--- config.mk ---
export PLATFORM = sky130hd
export DESIGN_NAME = gitg_timing_gen
export DESIGN_NICKNAME = d
export VERILOG_FILES = /design/src/verilog/gitg_pkg.sv /design/src/verilog/gitg_div_if.sv /design/src/verilog/gitg_timing_gen.sv /design/src/verilog/gitg_divider.sv
export SDC_FILE = /design/constraint.sdc
export NUM_CORES = 2
export LEC_CHECK = 0
export BUFFER_PORTS_ARGS = -buffer_cell sky130_fd_sc_hd__buf_2
export CAP_MARGIN = 30
export CORE_MARGIN = 1
export CORE_UTILIZATION = 50
export CTS_BUF_LIST = sky130_fd_sc_hd__clkbuf_4
export DETAILED_ROUTE_END_ITERATION = 12
export GPL_TIMING_DRIVEN = 0
export MAX_ROUTING_LAYER = met4
export PLACE_DENSITY = 0.68
export SETUP_SLACK_MARGIN = 0.02
export SLEW_MARGIN = 20
export SYNTH_ARGS = -nofsm -noshare
export SYNTH_HDL_FRONTEND = slang
export SYNTH_SLANG_ARGS = --single-unit
export TNS_END_PERCENT = 100
--- constraint.sdc ---
create_clock -name clk -period 10.6 [get_ports clk]
set_clock_uncertainty 0.05 [all_clocks]
set_input_delay 0.53 -clock clk [delete_from_list [all_inputs] [get_ports clk]]
set_output_delay 0.53 -clock clk [all_outputs]
set_load 0.02 [all_outputs]
--- src/verilog/gitg_pkg.sv ---
// constants for the gated intensifier timing generator
package gitg_pkg;
  // clock and timing
  localparam int unsigned CLK_HZ       = 125_000_000;
  localparam int unsigned CYC_PER_US   = CLK_HZ / 1_000_000;
  localparam int unsigned EXPO_TAIL_NS = 15;
  localparam int unsigned EXPO_TAIL_CYC = (EXPO_TAIL_NS * (CLK_HZ / 1_000_000) + 999) / 1000;
  localparam logic [19:0] FREQ_MIN_HZ  = 20'h00002;
  localparam logic [19:0] FREQ_MAX_HZ  = 20'hf4240;
  // widths
  localparam int unsigned TW  = 24;  // time fields in clock cycles
  localparam int unsigned NW  = 16;  // frame and gate counts
  localparam int unsigned DVW = TW + NW;
  // register byte offsets
  localparam logic [7:0] OFS_CTRL     = 8'h00;
  localparam logic [7:0] OFS_FREQ     = 8'h04;
  localparam logic [7:0] OFS_WSTART   = 8'h08;
  localparam logic [7:0] OFS_WEND     = 8'h0c;
  localparam logic [7:0] OFS_DSTART   = 8'h10;
  localparam logic [7:0] OFS_DEND     = 8'h14;
  localparam logic [7:0] OFS_FRAMES   = 8'h18;
  localparam logic [7:0] OFS_GATES    = 8'h1c;
  localparam logic [7:0] OFS_SYNCB_US = 8'h20;
  localparam logic [7:0] OFS_AUXW     = 8'h24;
  localparam logic [7:0] OFS_AUXD     = 8'h28;
  localparam logic [7:0] OFS_SYNCW    = 8'h2c;
  localparam logic [7:0] OFS_STATUS   = 8'h30;
  localparam logic [7:0] OFS_CURW     = 8'h34;
  localparam logic [7:0] OFS_CURD     = 8'h38;
  // control bit positions
  localparam int unsigned CB_EN     = 0;
  localparam int unsigned CB_EXT    = 1;
  localparam int unsigned CB_SYNC   = 2;
  localparam int unsigned CB_GBIAS  = 3;
  localparam int unsigned CB_SEQ    = 4;
  localparam int unsigned CTRL_W    = 5;
  // reset values
  localparam logic [CTRL_W-1:0] CTRL_RST = 5'h00;
  localparam logic [19:0]       FREQ_RST = 20'h003e8;
  localparam logic [TW-1:0]     TIME_RST = 24'h000000;
  localparam logic [TW-1:0]     SYNCW_RST = 24'h00007d;
  localparam logic [NW-1:0]     CNT_RST  = 16'h0001;
  // bus responses
  localparam logic [1:0] RESP_OKAY   = 2'b00;
  localparam logic [1:0] RESP_SLVERR = 2'b10;
  // sequencer states
  typedef enum logic [1:0] {
    ST_CALC = 2'b00,
    ST_WAIT = 2'b01,
    ST_SET  = 2'b10,
    ST_TAIL = 2'b11
  } gitg_state_e;
endpackage : gitg_pkg

--- src/verilog/gitg_div_if.sv ---
// request and answer bundle between sequencer and divider
`timescale 1ns/100ps
`default_nettype none
interface gitg_div_if;
  logic                     go;
  logic [gitg_pkg::DVW-1:0] dividend;
  logic [gitg_pkg::NW-1:0]  divisor;
  logic                     done;
  logic [gitg_pkg::DVW-1:0] quotient;
  modport req (output go, output dividend, output divisor, input done, input quotient);
  modport srv (input go, input dividend, input divisor, output done, output quotient);
endinterface : gitg_div_if
`default_nettype wire

--- src/verilog/gitg_timing_gen.sv ---
// gated intensifier timing generator with axi4-lite register access
`timescale 1ns/100ps
`default_nettype none
module gitg_timing_gen (
  // clock and reset
  input  wire logic        clk,
  input  wire logic        rst_n,
  // axi4-lite write address
  input  wire logic [7:0]  s_axi_awaddr,
  input  wire logic        s_axi_awvalid,
  output logic             s_axi_awready,
  // axi4-lite write data
  input  wire logic [31:0] s_axi_wdata,
  input  wire logic [3:0]  s_axi_wstrb,
  input  wire logic        s_axi_wvalid,
  output logic             s_axi_wready,
  // axi4-lite write response
  output logic [1:0]       s_axi_bresp,
  output logic             s_axi_bvalid,
  input  wire logic        s_axi_bready,
  // axi4-lite read
  input  wire logic [7:0]  s_axi_araddr,
  input  wire logic        s_axi_arvalid,
  output logic             s_axi_arready,
  output logic [31:0]      s_axi_rdata,
  output logic [1:0]       s_axi_rresp,
  output logic             s_axi_rvalid,
  input  wire logic        s_axi_rready,
  // trigger pin
  input  wire logic        trig_in,
  // pulse set and sensor control
  output logic             plate_gain_gate,
  output logic             gate_open_edge,
  output logic             gate_close_edge,
  output logic             spare_pulse_one,
  output logic             master_sync_out_a,
  output logic             master_sync_out_b,
  output logic             exposure_active,
  output logic             cathode_bias_on,
  output logic             idle_flush
);
  localparam int unsigned TW = gitg_pkg::TW;
  localparam int unsigned NW = gitg_pkg::NW;

  // merge a write into an old value under the byte strobes
  function automatic logic [31:0] merge_strb(input logic [31:0] old_v, input logic [31:0] new_v,
                                             input logic [3:0] strb);
    logic [31:0] r;
    r = old_v;
    for (int i = 0; i < 4; i++) begin
      if (strb[i]) r[i*8 +: 8] = new_v[i*8 +: 8];
    end
    return r;
  endfunction : merge_strb

  // address decode shared by read and write paths
  function automatic logic addr_mapped(input logic [7:0] a, input logic for_write);
    logic ok;
    ok = (a[1:0] == 2'b00) && (a <= gitg_pkg::OFS_CURD);
    if (for_write && a >= gitg_pkg::OFS_STATUS) ok = 1'b0;
    return ok;
  endfunction : addr_mapped

  // configuration registers
  logic [gitg_pkg::CTRL_W-1:0] ctrl_ff;
  logic [19:0]   freq_ff;
  logic [TW-1:0] wstart_ff, wend_ff, dstart_ff, dend_ff;
  logic [NW-1:0] frames_ff, gates_ff, syncb_us_ff;
  logic [TW-1:0] auxw_ff, auxd_ff, syncw_ff;

  // bus state
  logic [7:0]  awaddr_ff;
  logic        aw_have_ff;
  logic [31:0] wdata_ff;
  logic [3:0]  wstrb_ff;
  logic        w_have_ff;
  logic        do_write;
  logic [31:0] wmerged;
  logic [31:0] rd_word;

  // sequencer state
  gitg_pkg::gitg_state_e state_ff;
  logic [31:0]   t_ff;
  logic [NW-1:0] gate_cnt_ff, frame_ff;
  logic [1:0]    tail_ff;
  logic          calc_go_ff;
  logic          wdone_ff, ddone_ff;
  logic [TW-1:0] curw_ff, curd_ff;
  logic [TW:0]   set_end, gate_end, aux_end;

  // trigger sources
  logic [2:0]  trig_sync_ff;
  logic        trig_lvl_ff;
  logic        ext_edge;
  logic [31:0] phase_ff;
  logic [19:0] freq_eff;
  logic        int_tick_ff;
  logic        trig_evt;

  // delayed sync copy
  logic [31:0]   b_t_ff;
  logic          b_run_ff;
  logic [TW-1:0] b_dly;
  logic [TW:0]   b_end;

  // sweep arithmetic
  logic          w_neg, d_neg;
  logic [TW-1:0] w_mag, d_mag;
  logic          sweep_on;
  gitg_div_if    wdiv ();
  gitg_div_if    ddiv ();

  // ---------------- axi4-lite slave ----------------
  assign s_axi_awready = !aw_have_ff;
  assign s_axi_wready  = !w_have_ff;
  assign s_axi_arready = !s_axi_rvalid;
  assign do_write      = aw_have_ff && w_have_ff && !s_axi_bvalid;

  always_ff @(posedge clk or negedge rst_n) begin
    if (!rst_n) begin
      awaddr_ff    <= 8'h00;
      aw_have_ff   <= 1'b0;
      wdata_ff     <= 32'h0000_0000;
      wstrb_ff     <= 4'h0;
      w_have_ff    <= 1'b0;
      s_axi_bvalid <= 1'b0;
      s_axi_bresp  <= gitg_pkg::RESP_OKAY;
    end else begin
      if (s_axi_awvalid && !aw_have_ff) begin
        awaddr_ff  <= s_axi_awaddr;
        aw_have_ff <= 1'b1;
      end
      if (s_axi_wvalid && !w_have_ff) begin
        wdata_ff  <= s_axi_wdata;
        wstrb_ff  <= s_axi_wstrb;
        w_have_ff <= 1'b1;
      end
      if (do_write) begin
        aw_have_ff   <= 1'b0;
        w_have_ff    <= 1'b0;
        s_axi_bvalid <= 1'b1;
        s_axi_bresp  <= addr_mapped(awaddr_ff, 1'b1) ? gitg_pkg::RESP_OKAY : gitg_pkg::RESP_SLVERR;
      end else if (s_axi_bvalid && s_axi_bready) begin
        s_axi_bvalid <= 1'b0;
      end
    end
  end

  always_comb begin
    case (awaddr_ff)
      gitg_pkg::OFS_CTRL:     rd_word = 32'(ctrl_ff);
      gitg_pkg::OFS_FREQ:     rd_word = 32'(freq_ff);
      gitg_pkg::OFS_WSTART:   rd_word = 32'(wstart_ff);
      gitg_pkg::OFS_WEND:     rd_word = 32'(wend_ff);
      gitg_pkg::OFS_DSTART:   rd_word = 32'(dstart_ff);
      gitg_pkg::OFS_DEND:     rd_word = 32'(dend_ff);
      gitg_pkg::OFS_FRAMES:   rd_word = 32'(frames_ff);
      gitg_pkg::OFS_GATES:    rd_word = 32'(gates_ff);
      gitg_pkg::OFS_SYNCB_US: rd_word = 32'(syncb_us_ff);
      gitg_pkg::OFS_AUXW:     rd_word = 32'(auxw_ff);
      gitg_pkg::OFS_AUXD:     rd_word = 32'(auxd_ff);
      gitg_pkg::OFS_SYNCW:    rd_word = 32'(syncw_ff);
      default:                rd_word = 32'h0000_0000;
    endcase
  end
  assign wmerged = merge_strb(rd_word, wdata_ff, wstrb_ff);

  always_ff @(posedge clk or negedge rst_n) begin
    if (!rst_n) begin
      ctrl_ff     <= gitg_pkg::CTRL_RST;
      freq_ff     <= gitg_pkg::FREQ_RST;
      wstart_ff   <= gitg_pkg::TIME_RST;
      wend_ff     <= gitg_pkg::TIME_RST;
      dstart_ff   <= gitg_pkg::TIME_RST;
      dend_ff     <= gitg_pkg::TIME_RST;
      frames_ff   <= gitg_pkg::CNT_RST;
      gates_ff    <= gitg_pkg::CNT_RST;
      syncb_us_ff <= '0;
      auxw_ff     <= gitg_pkg::TIME_RST;
      auxd_ff     <= gitg_pkg::TIME_RST;
      syncw_ff    <= gitg_pkg::SYNCW_RST;
    end else if (do_write) begin
      case (awaddr_ff)
        gitg_pkg::OFS_CTRL:     ctrl_ff     <= wmerged[gitg_pkg::CTRL_W-1:0];
        gitg_pkg::OFS_FREQ:     freq_ff     <= wmerged[19:0];
        gitg_pkg::OFS_WSTART:   wstart_ff   <= wmerged[TW-1:0];
        gitg_pkg::OFS_WEND:     wend_ff     <= wmerged[TW-1:0];
        gitg_pkg::OFS_DSTART:   dstart_ff   <= wmerged[TW-1:0];
        gitg_pkg::OFS_DEND:     dend_ff     <= wmerged[TW-1:0];
        gitg_pkg::OFS_FRAMES:   frames_ff   <= wmerged[NW-1:0];
        gitg_pkg::OFS_GATES:    gates_ff    <= wmerged[NW-1:0];
        gitg_pkg::OFS_SYNCB_US: syncb_us_ff <= wmerged[NW-1:0];
        gitg_pkg::OFS_AUXW:     auxw_ff     <= wmerged[TW-1:0];
        gitg_pkg::OFS_AUXD:     auxd_ff     <= wmerged[TW-1:0];
        gitg_pkg::OFS_SYNCW:    syncw_ff    <= wmerged[TW-1:0];
        default: ;
      endcase
    end
  end

  always_ff @(posedge clk or negedge rst_n) begin
    if (!rst_n) begin
      s_axi_rvalid <= 1'b0;
      s_axi_rdata  <= 32'h0000_0000;
      s_axi_rresp  <= gitg_pkg::RESP_OKAY;
    end else if (s_axi_arvalid && !s_axi_rvalid) begin
      s_axi_rvalid <= 1'b1;
      s_axi_rresp  <= addr_mapped(s_axi_araddr, 1'b0) ? gitg_pkg::RESP_OKAY : gitg_pkg::RESP_SLVERR;
      case (s_axi_araddr)
        gitg_pkg::OFS_CTRL:     s_axi_rdata <= 32'(ctrl_ff);
        gitg_pkg::OFS_FREQ:     s_axi_rdata <= 32'(freq_ff);
        gitg_pkg::OFS_WSTART:   s_axi_rdata <= 32'(wstart_ff);
        gitg_pkg::OFS_WEND:     s_axi_rdata <= 32'(wend_ff);
        gitg_pkg::OFS_DSTART:   s_axi_rdata <= 32'(dstart_ff);
        gitg_pkg::OFS_DEND:     s_axi_rdata <= 32'(dend_ff);
        gitg_pkg::OFS_FRAMES:   s_axi_rdata <= 32'(frames_ff);
        gitg_pkg::OFS_GATES:    s_axi_rdata <= 32'(gates_ff);
        gitg_pkg::OFS_SYNCB_US: s_axi_rdata <= 32'(syncb_us_ff);
        gitg_pkg::OFS_AUXW:     s_axi_rdata <= 32'(auxw_ff);
        gitg_pkg::OFS_AUXD:     s_axi_rdata <= 32'(auxd_ff);
        gitg_pkg::OFS_SYNCW:    s_axi_rdata <= 32'(syncw_ff);
        gitg_pkg::OFS_STATUS:   s_axi_rdata <= {frame_ff, 10'h000, wstart_ff != wend_ff,
                                                dstart_ff != dend_ff, state_ff, exposure_active,
                                                state_ff != gitg_pkg::ST_WAIT};
        gitg_pkg::OFS_CURW:     s_axi_rdata <= 32'(curw_ff);
        gitg_pkg::OFS_CURD:     s_axi_rdata <= 32'(curd_ff);
        default:                s_axi_rdata <= 32'h0000_0000;
      endcase
    end else if (s_axi_rvalid && s_axi_rready) begin
      s_axi_rvalid <= 1'b0;
    end
  end

  // ---------------- trigger sources ----------------
  // external pin: three stages, change counts once stages two and three agree
  always_ff @(posedge clk or negedge rst_n) begin
    if (!rst_n) begin
      trig_sync_ff <= 3'h0;
      trig_lvl_ff  <= 1'b0;
    end else begin
      trig_sync_ff <= {trig_sync_ff[1:0], trig_in};
      if (trig_sync_ff[1] == trig_sync_ff[2]) trig_lvl_ff <= trig_sync_ff[2];
    end
  end
  assign ext_edge = (trig_sync_ff[1] == trig_sync_ff[2]) && trig_sync_ff[2] && !trig_lvl_ff;

  // phase accumulator gives exact 1 Hz steps of the clock rate
  assign freq_eff = (freq_ff < gitg_pkg::FREQ_MIN_HZ) ? gitg_pkg::FREQ_MIN_HZ :
                    (freq_ff > gitg_pkg::FREQ_MAX_HZ) ? gitg_pkg::FREQ_MAX_HZ : freq_ff;
  always_ff @(posedge clk or negedge rst_n) begin
    if (!rst_n) begin
      phase_ff    <= 32'h0000_0000;
      int_tick_ff <= 1'b0;
    end else if (!ctrl_ff[gitg_pkg::CB_EN] || ctrl_ff[gitg_pkg::CB_EXT]) begin
      phase_ff    <= 32'h0000_0000;
      int_tick_ff <= 1'b0;
    end else if (phase_ff + 32'(freq_eff) >= gitg_pkg::CLK_HZ) begin
      phase_ff    <= phase_ff + 32'(freq_eff) - gitg_pkg::CLK_HZ;
      int_tick_ff <= 1'b1;
    end else begin
      phase_ff    <= phase_ff + 32'(freq_eff);
      int_tick_ff <= 1'b0;
    end
  end

  // one source only, every set started by its own event
  assign trig_evt = ctrl_ff[gitg_pkg::CB_EXT] ? ext_edge : int_tick_ff;

  // ---------------- sweep arithmetic ----------------
  assign sweep_on = ctrl_ff[gitg_pkg::CB_SEQ] && (frames_ff > 16'h0001);
  assign w_neg    = wend_ff < wstart_ff;
  assign d_neg    = dend_ff < dstart_ff;
  assign w_mag    = w_neg ? wstart_ff - wend_ff : wend_ff - wstart_ff;
  assign d_mag    = d_neg ? dstart_ff - dend_ff : dend_ff - dstart_ff;

  // value for frame i = start + (end - start) * i / (frames - 1)
  assign wdiv.go       = calc_go_ff;
  assign wdiv.dividend = w_mag * frame_ff;
  assign wdiv.divisor  = frames_ff - 16'h0001;
  assign ddiv.go       = calc_go_ff;
  assign ddiv.dividend = d_mag * frame_ff;
  assign ddiv.divisor  = frames_ff - 16'h0001;

  gitg_divider u_wdiv (
    .clk   (clk),
    .rst_n (rst_n),
    .dv    (wdiv)
  );
  gitg_divider u_ddiv (
    .clk   (clk),
    .rst_n (rst_n),
    .dv    (ddiv)
  );

  // ---------------- pulse set sequencer ----------------
  assign gate_end = {1'b0, curd_ff} + {1'b0, curw_ff};
  assign aux_end  = {1'b0, auxd_ff} + {1'b0, auxw_ff};
  always_comb begin
    set_end = {1'b0, syncw_ff};
    // one cycle past the gate so the close edge falls inside the set
    if (gate_end + 1'b1 > set_end) set_end = gate_end + 1'b1;
    if (aux_end > set_end) set_end = aux_end;
  end

  always_ff @(posedge clk or negedge rst_n) begin
    if (!rst_n) begin
      state_ff    <= gitg_pkg::ST_CALC;
      t_ff        <= 32'h0000_0000;
      gate_cnt_ff <= '0;
      frame_ff    <= '0;
      tail_ff     <= 2'h0;
      calc_go_ff  <= 1'b0;
      wdone_ff    <= 1'b0;
      ddone_ff    <= 1'b0;
      curw_ff     <= gitg_pkg::TIME_RST;
      curd_ff     <= gitg_pkg::TIME_RST;
    end else if (!ctrl_ff[gitg_pkg::CB_EN]) begin
      state_ff    <= gitg_pkg::ST_CALC;
      t_ff        <= 32'h0000_0000;
      tail_ff     <= 2'h0;
      gate_cnt_ff <= '0;
      frame_ff    <= '0;
      calc_go_ff  <= 1'b0;
      wdone_ff    <= 1'b0;
      ddone_ff    <= 1'b0;
    end else begin
      calc_go_ff <= 1'b0;
      case (state_ff)
        gitg_pkg::ST_CALC: begin
          if (!sweep_on) begin
            curw_ff  <= wstart_ff;
            curd_ff  <= dstart_ff;
            state_ff <= gitg_pkg::ST_WAIT;
          end else if (!calc_go_ff && !wdone_ff && !ddone_ff && t_ff == 32'h0000_0000) begin
            calc_go_ff <= 1'b1;
            t_ff       <= 32'h0000_0001;
          end else begin
            if (wdiv.done) begin
              wdone_ff <= 1'b1;
              curw_ff  <= w_neg ? wstart_ff - wdiv.quotient[TW-1:0] : wstart_ff + wdiv.quotient[TW-1:0];
            end
            if (ddiv.done) begin
              ddone_ff <= 1'b1;
              curd_ff  <= d_neg ? dstart_ff - ddiv.quotient[TW-1:0] : dstart_ff + ddiv.quotient[TW-1:0];
            end
            if ((wdone_ff || wdiv.done) && (ddone_ff || ddiv.done)) begin
              wdone_ff <= 1'b0;
              ddone_ff <= 1'b0;
              t_ff     <= 32'h0000_0000;
              state_ff <= gitg_pkg::ST_WAIT;
            end
          end
        end
        gitg_pkg::ST_WAIT: begin
          if (trig_evt) begin
            t_ff     <= 32'h0000_0000;
            state_ff <= gitg_pkg::ST_SET;
          end
        end
        gitg_pkg::ST_SET: begin
          // triggers are not looked at here
          t_ff <= t_ff + 32'h0000_0001;
          if (t_ff + 32'h0000_0001 >= 32'(set_end)) begin
            if (gate_cnt_ff + 16'h0001 >= gates_ff) begin
              gate_cnt_ff <= '0;
              tail_ff     <= 2'(gitg_pkg::EXPO_TAIL_CYC);
              state_ff    <= gitg_pkg::ST_TAIL;
            end else begin
              gate_cnt_ff <= gate_cnt_ff + 16'h0001;
              state_ff    <= gitg_pkg::ST_WAIT;
            end
          end
        end
        gitg_pkg::ST_TAIL: begin
          tail_ff <= tail_ff - 2'h1;
          if (tail_ff <= 2'h1) begin
            t_ff     <= 32'h0000_0000;
            frame_ff <= (frame_ff + 16'h0001 >= frames_ff) ? '0 : frame_ff + 16'h0001;
            state_ff <= gitg_pkg::ST_CALC;
          end
        end
        default: state_ff <= gitg_pkg::ST_CALC;
      endcase
    end
  end

  // ---------------- delayed copy of sync A ----------------
  assign b_dly = TW'(syncb_us_ff) * TW'(gitg_pkg::CYC_PER_US);
  assign b_end = {1'b0, b_dly} + {1'b0, syncw_ff};
  always_ff @(posedge clk or negedge rst_n) begin
    if (!rst_n) begin
      b_t_ff   <= 32'h0000_0000;
      b_run_ff <= 1'b0;
    end else if (state_ff == gitg_pkg::ST_WAIT && trig_evt && ctrl_ff[gitg_pkg::CB_SYNC]) begin
      b_t_ff   <= 32'h0000_0000;
      b_run_ff <= 1'b1;
    end else if (b_run_ff) begin
      b_t_ff <= b_t_ff + 32'h0000_0001;
      if (b_t_ff + 32'h0000_0001 >= 32'(b_end)) b_run_ff <= 1'b0;
    end
  end

  // ---------------- registered outputs ----------------
  always_ff @(posedge clk or negedge rst_n) begin
    if (!rst_n) begin
      plate_gain_gate   <= 1'b0;
      gate_open_edge    <= 1'b0;
      gate_close_edge   <= 1'b0;
      spare_pulse_one   <= 1'b0;
      master_sync_out_a <= 1'b0;
      master_sync_out_b <= 1'b0;
      exposure_active   <= 1'b0;
      cathode_bias_on   <= 1'b0;
      idle_flush        <= 1'b0;
    end else begin
      plate_gain_gate   <= state_ff == gitg_pkg::ST_SET && t_ff >= 32'(curd_ff) && t_ff < 32'(gate_end);
      gate_open_edge    <= state_ff == gitg_pkg::ST_SET && t_ff == 32'(curd_ff);
      gate_close_edge   <= state_ff == gitg_pkg::ST_SET && t_ff == 32'(gate_end);
      spare_pulse_one   <= state_ff == gitg_pkg::ST_SET && t_ff >= 32'(auxd_ff) && t_ff < 32'(aux_end);
      master_sync_out_a <= ctrl_ff[gitg_pkg::CB_SYNC] && state_ff == gitg_pkg::ST_SET &&
                           t_ff < 32'(syncw_ff);
      master_sync_out_b <= b_run_ff && b_t_ff >= 32'(b_dly) && b_t_ff < 32'(b_end);
      exposure_active   <= state_ff == gitg_pkg::ST_SET ||
                           state_ff == gitg_pkg::ST_TAIL ||
                           (state_ff == gitg_pkg::ST_WAIT && gate_cnt_ff != '0);
      cathode_bias_on   <= ctrl_ff[gitg_pkg::CB_GBIAS] ?
                           (state_ff == gitg_pkg::ST_SET && t_ff >= 32'(curd_ff) && t_ff < 32'(gate_end)) :
                           ctrl_ff[gitg_pkg::CB_EN];
      idle_flush        <= ctrl_ff[gitg_pkg::CB_EN] && state_ff == gitg_pkg::ST_WAIT &&
                           gate_cnt_ff == '0;
    end
  end
endmodule : gitg_timing_gen
`default_nettype wire

--- src/verilog/gitg_divider.sv ---
// iterative restoring divider, one quotient bit per clock
`timescale 1ns/100ps
`default_nettype none
module gitg_divider (
  // clock and reset
  input wire logic clk,
  input wire logic rst_n,
  // request port
  gitg_div_if.srv  dv
);
  localparam int unsigned DVW = gitg_pkg::DVW;
  localparam int unsigned NW  = gitg_pkg::NW;

  logic [DVW-1:0] quo_ff;
  logic [NW-1:0]  rem_ff;
  logic [5:0]     cnt_ff;
  logic           busy_ff;
  logic           done_ff;
  logic [NW:0]    trial;

  assign trial       = {rem_ff, quo_ff[DVW-1]};
  assign dv.done     = done_ff;
  assign dv.quotient = quo_ff;

  always_ff @(posedge clk or negedge rst_n) begin
    if (!rst_n) begin
      quo_ff  <= '0;
      rem_ff  <= '0;
      cnt_ff  <= '0;
      busy_ff <= 1'b0;
      done_ff <= 1'b0;
    end else if (dv.go) begin
      quo_ff  <= dv.dividend;
      rem_ff  <= '0;
      cnt_ff  <= 6'(DVW);
      busy_ff <= 1'b1;
      done_ff <= 1'b0;
    end else if (busy_ff) begin
      if (trial >= {1'b0, dv.divisor}) begin
        rem_ff <= NW'(trial - {1'b0, dv.divisor});
        quo_ff <= {quo_ff[DVW-2:0], 1'b1};
      end else begin
        rem_ff <= trial[NW-1:0];
        quo_ff <= {quo_ff[DVW-2:0], 1'b0};
      end
      cnt_ff <= cnt_ff - 6'h01;
      if (cnt_ff == 6'h01) begin
        busy_ff <= 1'b0;
        done_ff <= 1'b1;
      end
    end else begin
      done_ff <= 1'b0;
    end
  end
endmodule : gitg_divider
`default_nettype wire

After elaboration in Yosys (flattened, before gate mapping)
Index checks and enable logic that the tools add are counted.
W data, S select, Z words.
{"block": "word_totals", "reg_bits": 642, "in_bits": 60, "wordCells": 363}
{"block": "classes", "add_sub_neg": 24, "mul": 3, "order_cmp": 25, "n_eq_ne": 59, "mux": 114, "reduce_logical": 81}
{"cell": "$pmux W32 S15", "n": 1}
{"cell": "$mux W32", "n": 10}
{"cell": "$pmux W24 S11", "n": 1}
{"cell": "$mux W24", "n": 10}
{"cell": "$mux W16", "n": 14}
{"cell": "$mux W40", "n": 4}
{"cell": "$sub A24 B24 Y24", "n": 6}
{"cell": "$pmux W32 S4", "n": 1}
{"cell": "$lt A32 B25 Y1", "n": 3}
{"cell": "$eq A8 B6 Y1 const B", "n": 11}
{"cell": "$mul A24 B16 Y40", "n": 2}
{"cell": "$add A32 B1 Y32 const B", "n": 2}
{"cell": "$eq A8 B5 Y1 const B", "n": 8}
{"cell": "$ge A32 B24 Y1", "n": 2}
{"cell": "$ge A32 B25 Y1", "n": 2}
{"cell": "$add A24 B24 Y25", "n": 2}
{"cell": "$mux W25", "n": 2}
{"cell": "$add A24 B24 Y24", "n": 2}
{"cell": "$lt A24 B24 Y1", "n": 2}
{"cell": "$ne A24 B24 Y1", "n": 2}
{"cell": "$mux W1", "n": 47}
{"cell": "$mux W20", "n": 2}
{"cell": "$ge A17 B16 Y1", "n": 2}
{"cell": "$add A16 B1 Y16 const B", "n": 2}
{"cell": "other kinds (52)", "n": 166}

Longest topological paths before layout
{"block": "depth", "ltp_word": 10, "mapped_depth": 52, "mapped_depth_nobuf": 49}

By module
A second synthesis with hierarchy kept.
{"block": "hier_totals", "hier_cells": 9005, "hier_area_um2": 78698.0}
{"module": "gitg_timing_gen", "n_inst": 1, "cells_per_inst": 8177, "area_per_inst_um2": 70853.0}
{"module": "gitg_divider", "n_inst": 2, "cells_per_inst": 414, "area_per_inst_um2": 3922.5}

Worst setup path after synthesis
OpenSTA, ideal clock, no wires.
{"block": "synth_path", "kind": "register to register", "start": "register curd_ff[0]", "end": "register gate_cnt_ff[3]", "arrival_ns": 9.735, "t_required_ns": 10.425, "slack_ns": 0.690, "stages_incl_launch_ff": 49, "period_less_slack_ns": 9.910, "path_cell_list": "dfrtp_1 -> ha_1 -> inv_1 -> fa_1 -> nand2b_1 -> a21oi_1 -> xnor2_1 -> or3_1 -> nor4_1 -> nand4_1 -> or4b_1 -> nor3_1 -> xnor2_1 -> ha_1 -> nand4_1 -> nor2_1 -> nand4_1 -> nand2_1 -> [13 not listed] -> a21oi_1 -> a31oi_1 -> clkbuf_1 -> mux2_2 -> ha_1 -> nand2b_1 -> a21o_1 -> a21o_1 -> a21o_1 -> a21o_1 -> a21o_1 -> a211oi_1 -> o21ai_0 -> a221oi_1 -> or3_1 -> clkbuf_1 -> nor2_1 -> mux2_2"}
{"block": "synth_between", "elab_chain_cells": 9}
{"element": "start, declared", "line": "gitg_timing_gen.sv:88", "rtl": "logic [TW-1:0] curw_ff, curd_ff;"}
{"element": "start signal, assigned", "line": "gitg_timing_gen.sv:316", "rtl": "curd_ff <= gitg_pkg::TIME_RST;"}
{"element": "start signal, assigned", "line": "gitg_timing_gen.sv:332", "rtl": "curd_ff <= dstart_ff;"}
{"element": "start signal, assigned", "line": "gitg_timing_gen.sv:344", "rtl": "curd_ff <= d_neg ? dstart_ff - ddiv.quotient[TW-1:0] : dstart_ff + ddiv.quotient[TW-1:0];"}
{"element": "$add A24 B24 Y25 *", "line": "gitg_timing_gen.sv:296", "rtl": "assign gate_end = {1'b0, curd_ff} + {1'b0, curw_ff};"}
{"element": "$add A25 B1 Y25 *", "line": "gitg_timing_gen.sv:301", "rtl": "if (gate_end + 1'b1 > set_end) set_end = gate_end + 1'b1;"}
{"element": "$gt A25 B24 Y1", "line": "gitg_timing_gen.sv:301"}
{"element": "$mux W25 *", "line": "gitg_timing_gen.sv:301"}
{"element": "$gt A25 B25 Y1", "line": "gitg_timing_gen.sv:302", "rtl": "if (aux_end > set_end) set_end = aux_end;"}
{"element": "$mux W25 *", "line": "gitg_timing_gen.sv:302"}
{"element": "$ge A32 B25 Y1 *", "line": "gitg_timing_gen.sv:363", "rtl": "if (t_ff + 32'h0000_0001 >= 32'(set_end)) begin"}
{"element": "$ne A2 B1 Y1 (no line) *"}
{"element": "$reduce_and A2 Y1 (no line) *"}
{"element": "end signal, assigned", "line": "gitg_timing_gen.sv:369", "rtl": "gate_cnt_ff <= gate_cnt_ff + 16'h0001;"}
{"element": "end, declared", "line": "gitg_timing_gen.sv:84", "rtl": "logic [NW-1:0] gate_cnt_ff, frame_ff;"}
Every way passes the cells marked *; elsewhere a longest branch is shown, timed or not.
A chain may end at the register's enable or synchronous reset.

Worst setup path after layout
{"block": "layout_path", "start": "register curw_ff[0]", "end": "register gate_cnt_ff[4]"}
{"block": "layout_between", "elab_chain_cells": 9}
{"element": "start, declared", "line": "gitg_timing_gen.sv:88"}
{"element": "start signal, assigned", "line": "gitg_timing_gen.sv:315", "rtl": "curw_ff <= gitg_pkg::TIME_RST;"}
{"element": "start signal, assigned", "line": "gitg_timing_gen.sv:331", "rtl": "curw_ff <= wstart_ff;"}
{"element": "start signal, assigned", "line": "gitg_timing_gen.sv:340", "rtl": "curw_ff <= w_neg ? wstart_ff - wdiv.quotient[TW-1:0] : wstart_ff + wdiv.quotient[TW-1:0];"}
{"element": "$add A24 B24 Y25 *", "line": "gitg_timing_gen.sv:296"}
{"element": "$add A25 B1 Y25 *", "line": "gitg_timing_gen.sv:301"}
{"element": "$gt A25 B24 Y1", "line": "gitg_timing_gen.sv:301"}
{"element": "$mux W25 *", "line": "gitg_timing_gen.sv:301"}
{"element": "$gt A25 B25 Y1", "line": "gitg_timing_gen.sv:302"}
{"element": "$mux W25 *", "line": "gitg_timing_gen.sv:302"}
{"element": "$ge A32 B25 Y1 *", "line": "gitg_timing_gen.sv:363"}
{"element": "$ne A2 B1 Y1 (no line) *"}
{"element": "$reduce_and A2 Y1 (no line) *"}
Marked as above.

==> results.yml <==
global_routing:
  grt-ovfl-total: 0
  track_usage: 0.426
  grt.met1_usage: 0.505
  top_usage_layer: "met2"
  first_global_vias: 74000
  use_met3: 0.0828
  grt_first_pass_wirelength_um: 487000
  antenna_found_initial: 18
  gr-usage-met2: 0.645
  grt_max_degree: 95
logic_synthesis:
  ys_types: 108
  syn-cell-area_um2: 79700
  synthArstFlopShare: 1.00
  synth.area.top_cells: "dfrtp_1 20%, fa_1 17%, ha_1 13%, nand2_1 5.2%, inv_1 4.9%"
  synth_top_area_frac: 0.197
  yosys-top-cells-count: "1,103 x nand2_1, 1,030 x inv_1, 856 x ha_1"
  yosysWarnings: 0
  yosysSeqAreaShare: 0.201
  synth.most_common_cell: "nand2_1"
  synth_edf_count: 0
  synth_area_leader_cell: "dfrtp_1"
  synth_ff_type: "dfrtp_1"
  ys_seq_elements: 640
  avgSynthCellArea_um2: 8.67
  syn_inst: 9187
timing:
  fin_crit_sh: 0.978
  drv_slew: 0
  setup_ws_ps: 228
  tightest_slew_ps: 1160
  hold-worst-slack_ps: 76.6
  setup_viol: 0
  fmax_mhz: 96.4
  hold_viol: 0
  relSlewSlack: 0.224
  layout_min_cycle_time_ps: 10370
die:
  dieWidth_um: 401
  rows: 146
  chipHeight_um: 401
  io_pins: 110
  dieArea_um2: 161000
  initial_core_util: 0.503
  coreArea_um2: 158000
power_and_ir_drop:
  p_per_area_nw_per_um2: 298
  ir_worst_vdd_mv: 0.466
  p_int_mw: 11.2
  p_comb_frac: 0.758
  p_seq_frac: 0.148
  power_switching_mw: 15.4
  leakage_nw: 41.8
  clkPwrFrac: 0.094
  switching_share: 0.579
worst_setup_path:
  crit_path_end_kind: "flip-flop"
  ff2ff_setup_slack_ps: 230
  slowest_stage: "or4b_4"
  start_kind: "flip-flop"
  worstPathArrival_ps: 11460
  path_max_fanout: 5
  path_class: "reg2reg"
  path_common_cell: "a21o_1"
  slowest_delay_ps: 620
  r2r-start: "curw_ff[0]"
  crit_start: "curw_ff[0]"
  required_ps: 11690
drt:
  drt_wl_total_um: 334000
  firstDrtPassIters: 10
  dr_total_vias: 74100
  ant_nets: 0
  first_iter_violations: 7465
  viasPerCell: 6.20
  routedWlPerCell_um: 28.0
  drc: 0
placed_design:
  dp_cells: 11400
  hpwl_um: 270000
  placed_cell_area_um2: 83500
  port-buffer-count: 98
  place.gp.congestion: 1.10
  post-place-ws_ps: -2070
final_layout:
  finish.utilization: 0.564
  final_area_um2: 89300
  drive_above_1_share: 0.108
  areaGrowthSynthToFinish_pct: 12.1
  nets: 11300
  layoutNonFillerInstCount: 11900
clock_network:
  insertion_delay_ps: 1330
  cts_root_buf: "clkbuf_4"
  cts.clk_slew.worst_paths_ps: 60
  tritoncts: "built"
  cts_sinks: 640
  cts_max_level: 4
  numCtsBuffers: 186
  clockBufferDepth: 3
flow_run:
  cap_viol_max_count: 0
worst_hold_path:
  worstHoldStart: "s_axi_wstrb[0]"
  hold_class: "in2reg"
outcome:
  run_status: "completed"
critical path: cells and delay by family (launching register included):
family,cells,cell delay (ps)
AO/OA/AOI/OAI,22,3910
AND/OR/NAND/NOR,11,2140
adder cells (fa/ha/maj),5,1420
buffers and inverters,6,950
multiplexers,3,840
flip-flops,1,480
XOR/XNOR,2,480
final timing paths:
path                                          endpoint  depth (start not counted)
worst max-delay path                    gate_cnt_ff[4]                         49
worst min-delay path                       wstrb_ff[0]                          4
worst min register to register         trig_sync_ff[2]                          0
min in group asynchronous                   b_t_ff[31]                          4
max in group asynchronous       u_ddiv.dv.quotient[24]                          6
worst max register to register          gate_cnt_ff[4]                         49
stage by stage:
stage,TNS (ps),power (mW)
floorplan,0,13.6
global placement,-2974760,20.0
detailed placement,-79110,20.5
CTS,0,24.8
global route,-79.3,27.9
finish,0,26.6
logic make-up (layout without fill, tap and decap cells):
family | after synthesis | after routing | synth area share
multiplexers | 309 | 309 | 0.0411
AO/OA/AOI/OAI | 2033 | 2033 | 0.170
flip-flops | 640 | 640 | 0.201
adder cells (fa/ha/maj) | 1535 | 1535 | 0.305
buffers and inverters | 1476 | 2130 | 0.0704
XOR/XNOR | 481 | 481 | 0.0530
AND/OR/NAND/NOR | 2712 | 2712 | 0.160
other | 1 | 32 | 0.0000471
layout by cell type (no fill, tap or decap), drive strengths merged, types with 25 or more instances in the layout:
cell type,instances
or3,36
o21a,67
mux2i,166
o21bai,37
a22o,76
buf,290
inv,1036
diode,30
nor2b,94
mux2,143
o211ai,25
nand4,92
xnor2,314
dfrtp,626
a21o,235
nand2b,109
xor2,167
nor4,42
a221oi,77
a211oi,80
dlygate4sd3,107
nor3,113
nand2,1103
and2,199
and4,29
a21oi,459
o21ai,497
and3,64
o31ai,32
nand3,189
fa,678
ha,856
clkinv,65
nor2,544
a31oi,60
a222oi,49
a22oi,100
clkbuf,626
registers in the layout, indices dropped and copies added, names as in the netlist, 20 cells and up:
register,flops
s_axi_rdata,32
wstart_ff,24
b_t_ff,32
auxd_ff,24
phase_ff,32
syncw_ff,24
dstart_ff,24
freq_ff,20
t_ff,32
wend_ff,24
auxw_ff,24
curw_ff,24
curd_ff,24
u_wdiv.dv.quotient,40
u_ddiv.dv.quotient,40
dend_ff,24
wdata_ff,24
power by group through the flow:
stage                     sequential [mW]  combinational, mW  clock [mW]
after detailed placement             3.89               16.6           0
final                                3.93               20.2        2.51
after floorplan                      3.19               10.4           0
after CTS                            3.85               18.4        2.54
after global routing                 3.87               21.4        2.67
after global placement               3.88               16.1           0
repair_timing:
item,4_1_cts,5_1_grt
hold endpoints to repair,407,0
pin swaps,28,60
gates resized for setup,186,226
hold buffers,108,0
endpoints found under the setup margin,65,51
setup buffers,39,41
layer usage:
layer	wire, um	vias to the layer above
met5	0	-
met4	29900	0
met1	128000	36600
met3	27700	1110
li1	-	32700
met2	148000	3631
final cells by class:
cell class / instances / area [um^2]
Fill cell: 14400 / 69000
Multi-Input combinational cell: 7072 / 59500
Sequential cell: 640 / 16100
Inverter: 1032 / 3870
Timing Repair Buffer: 339 / 2910
Tap cell: 2072 / 2590
Clock buffer: 259 / 1940
Buffer: 425 / 1800
Clock inverter: 75 / 507
Antenna cell: 30 / 75.1
(Power assumes the default switching activity.)
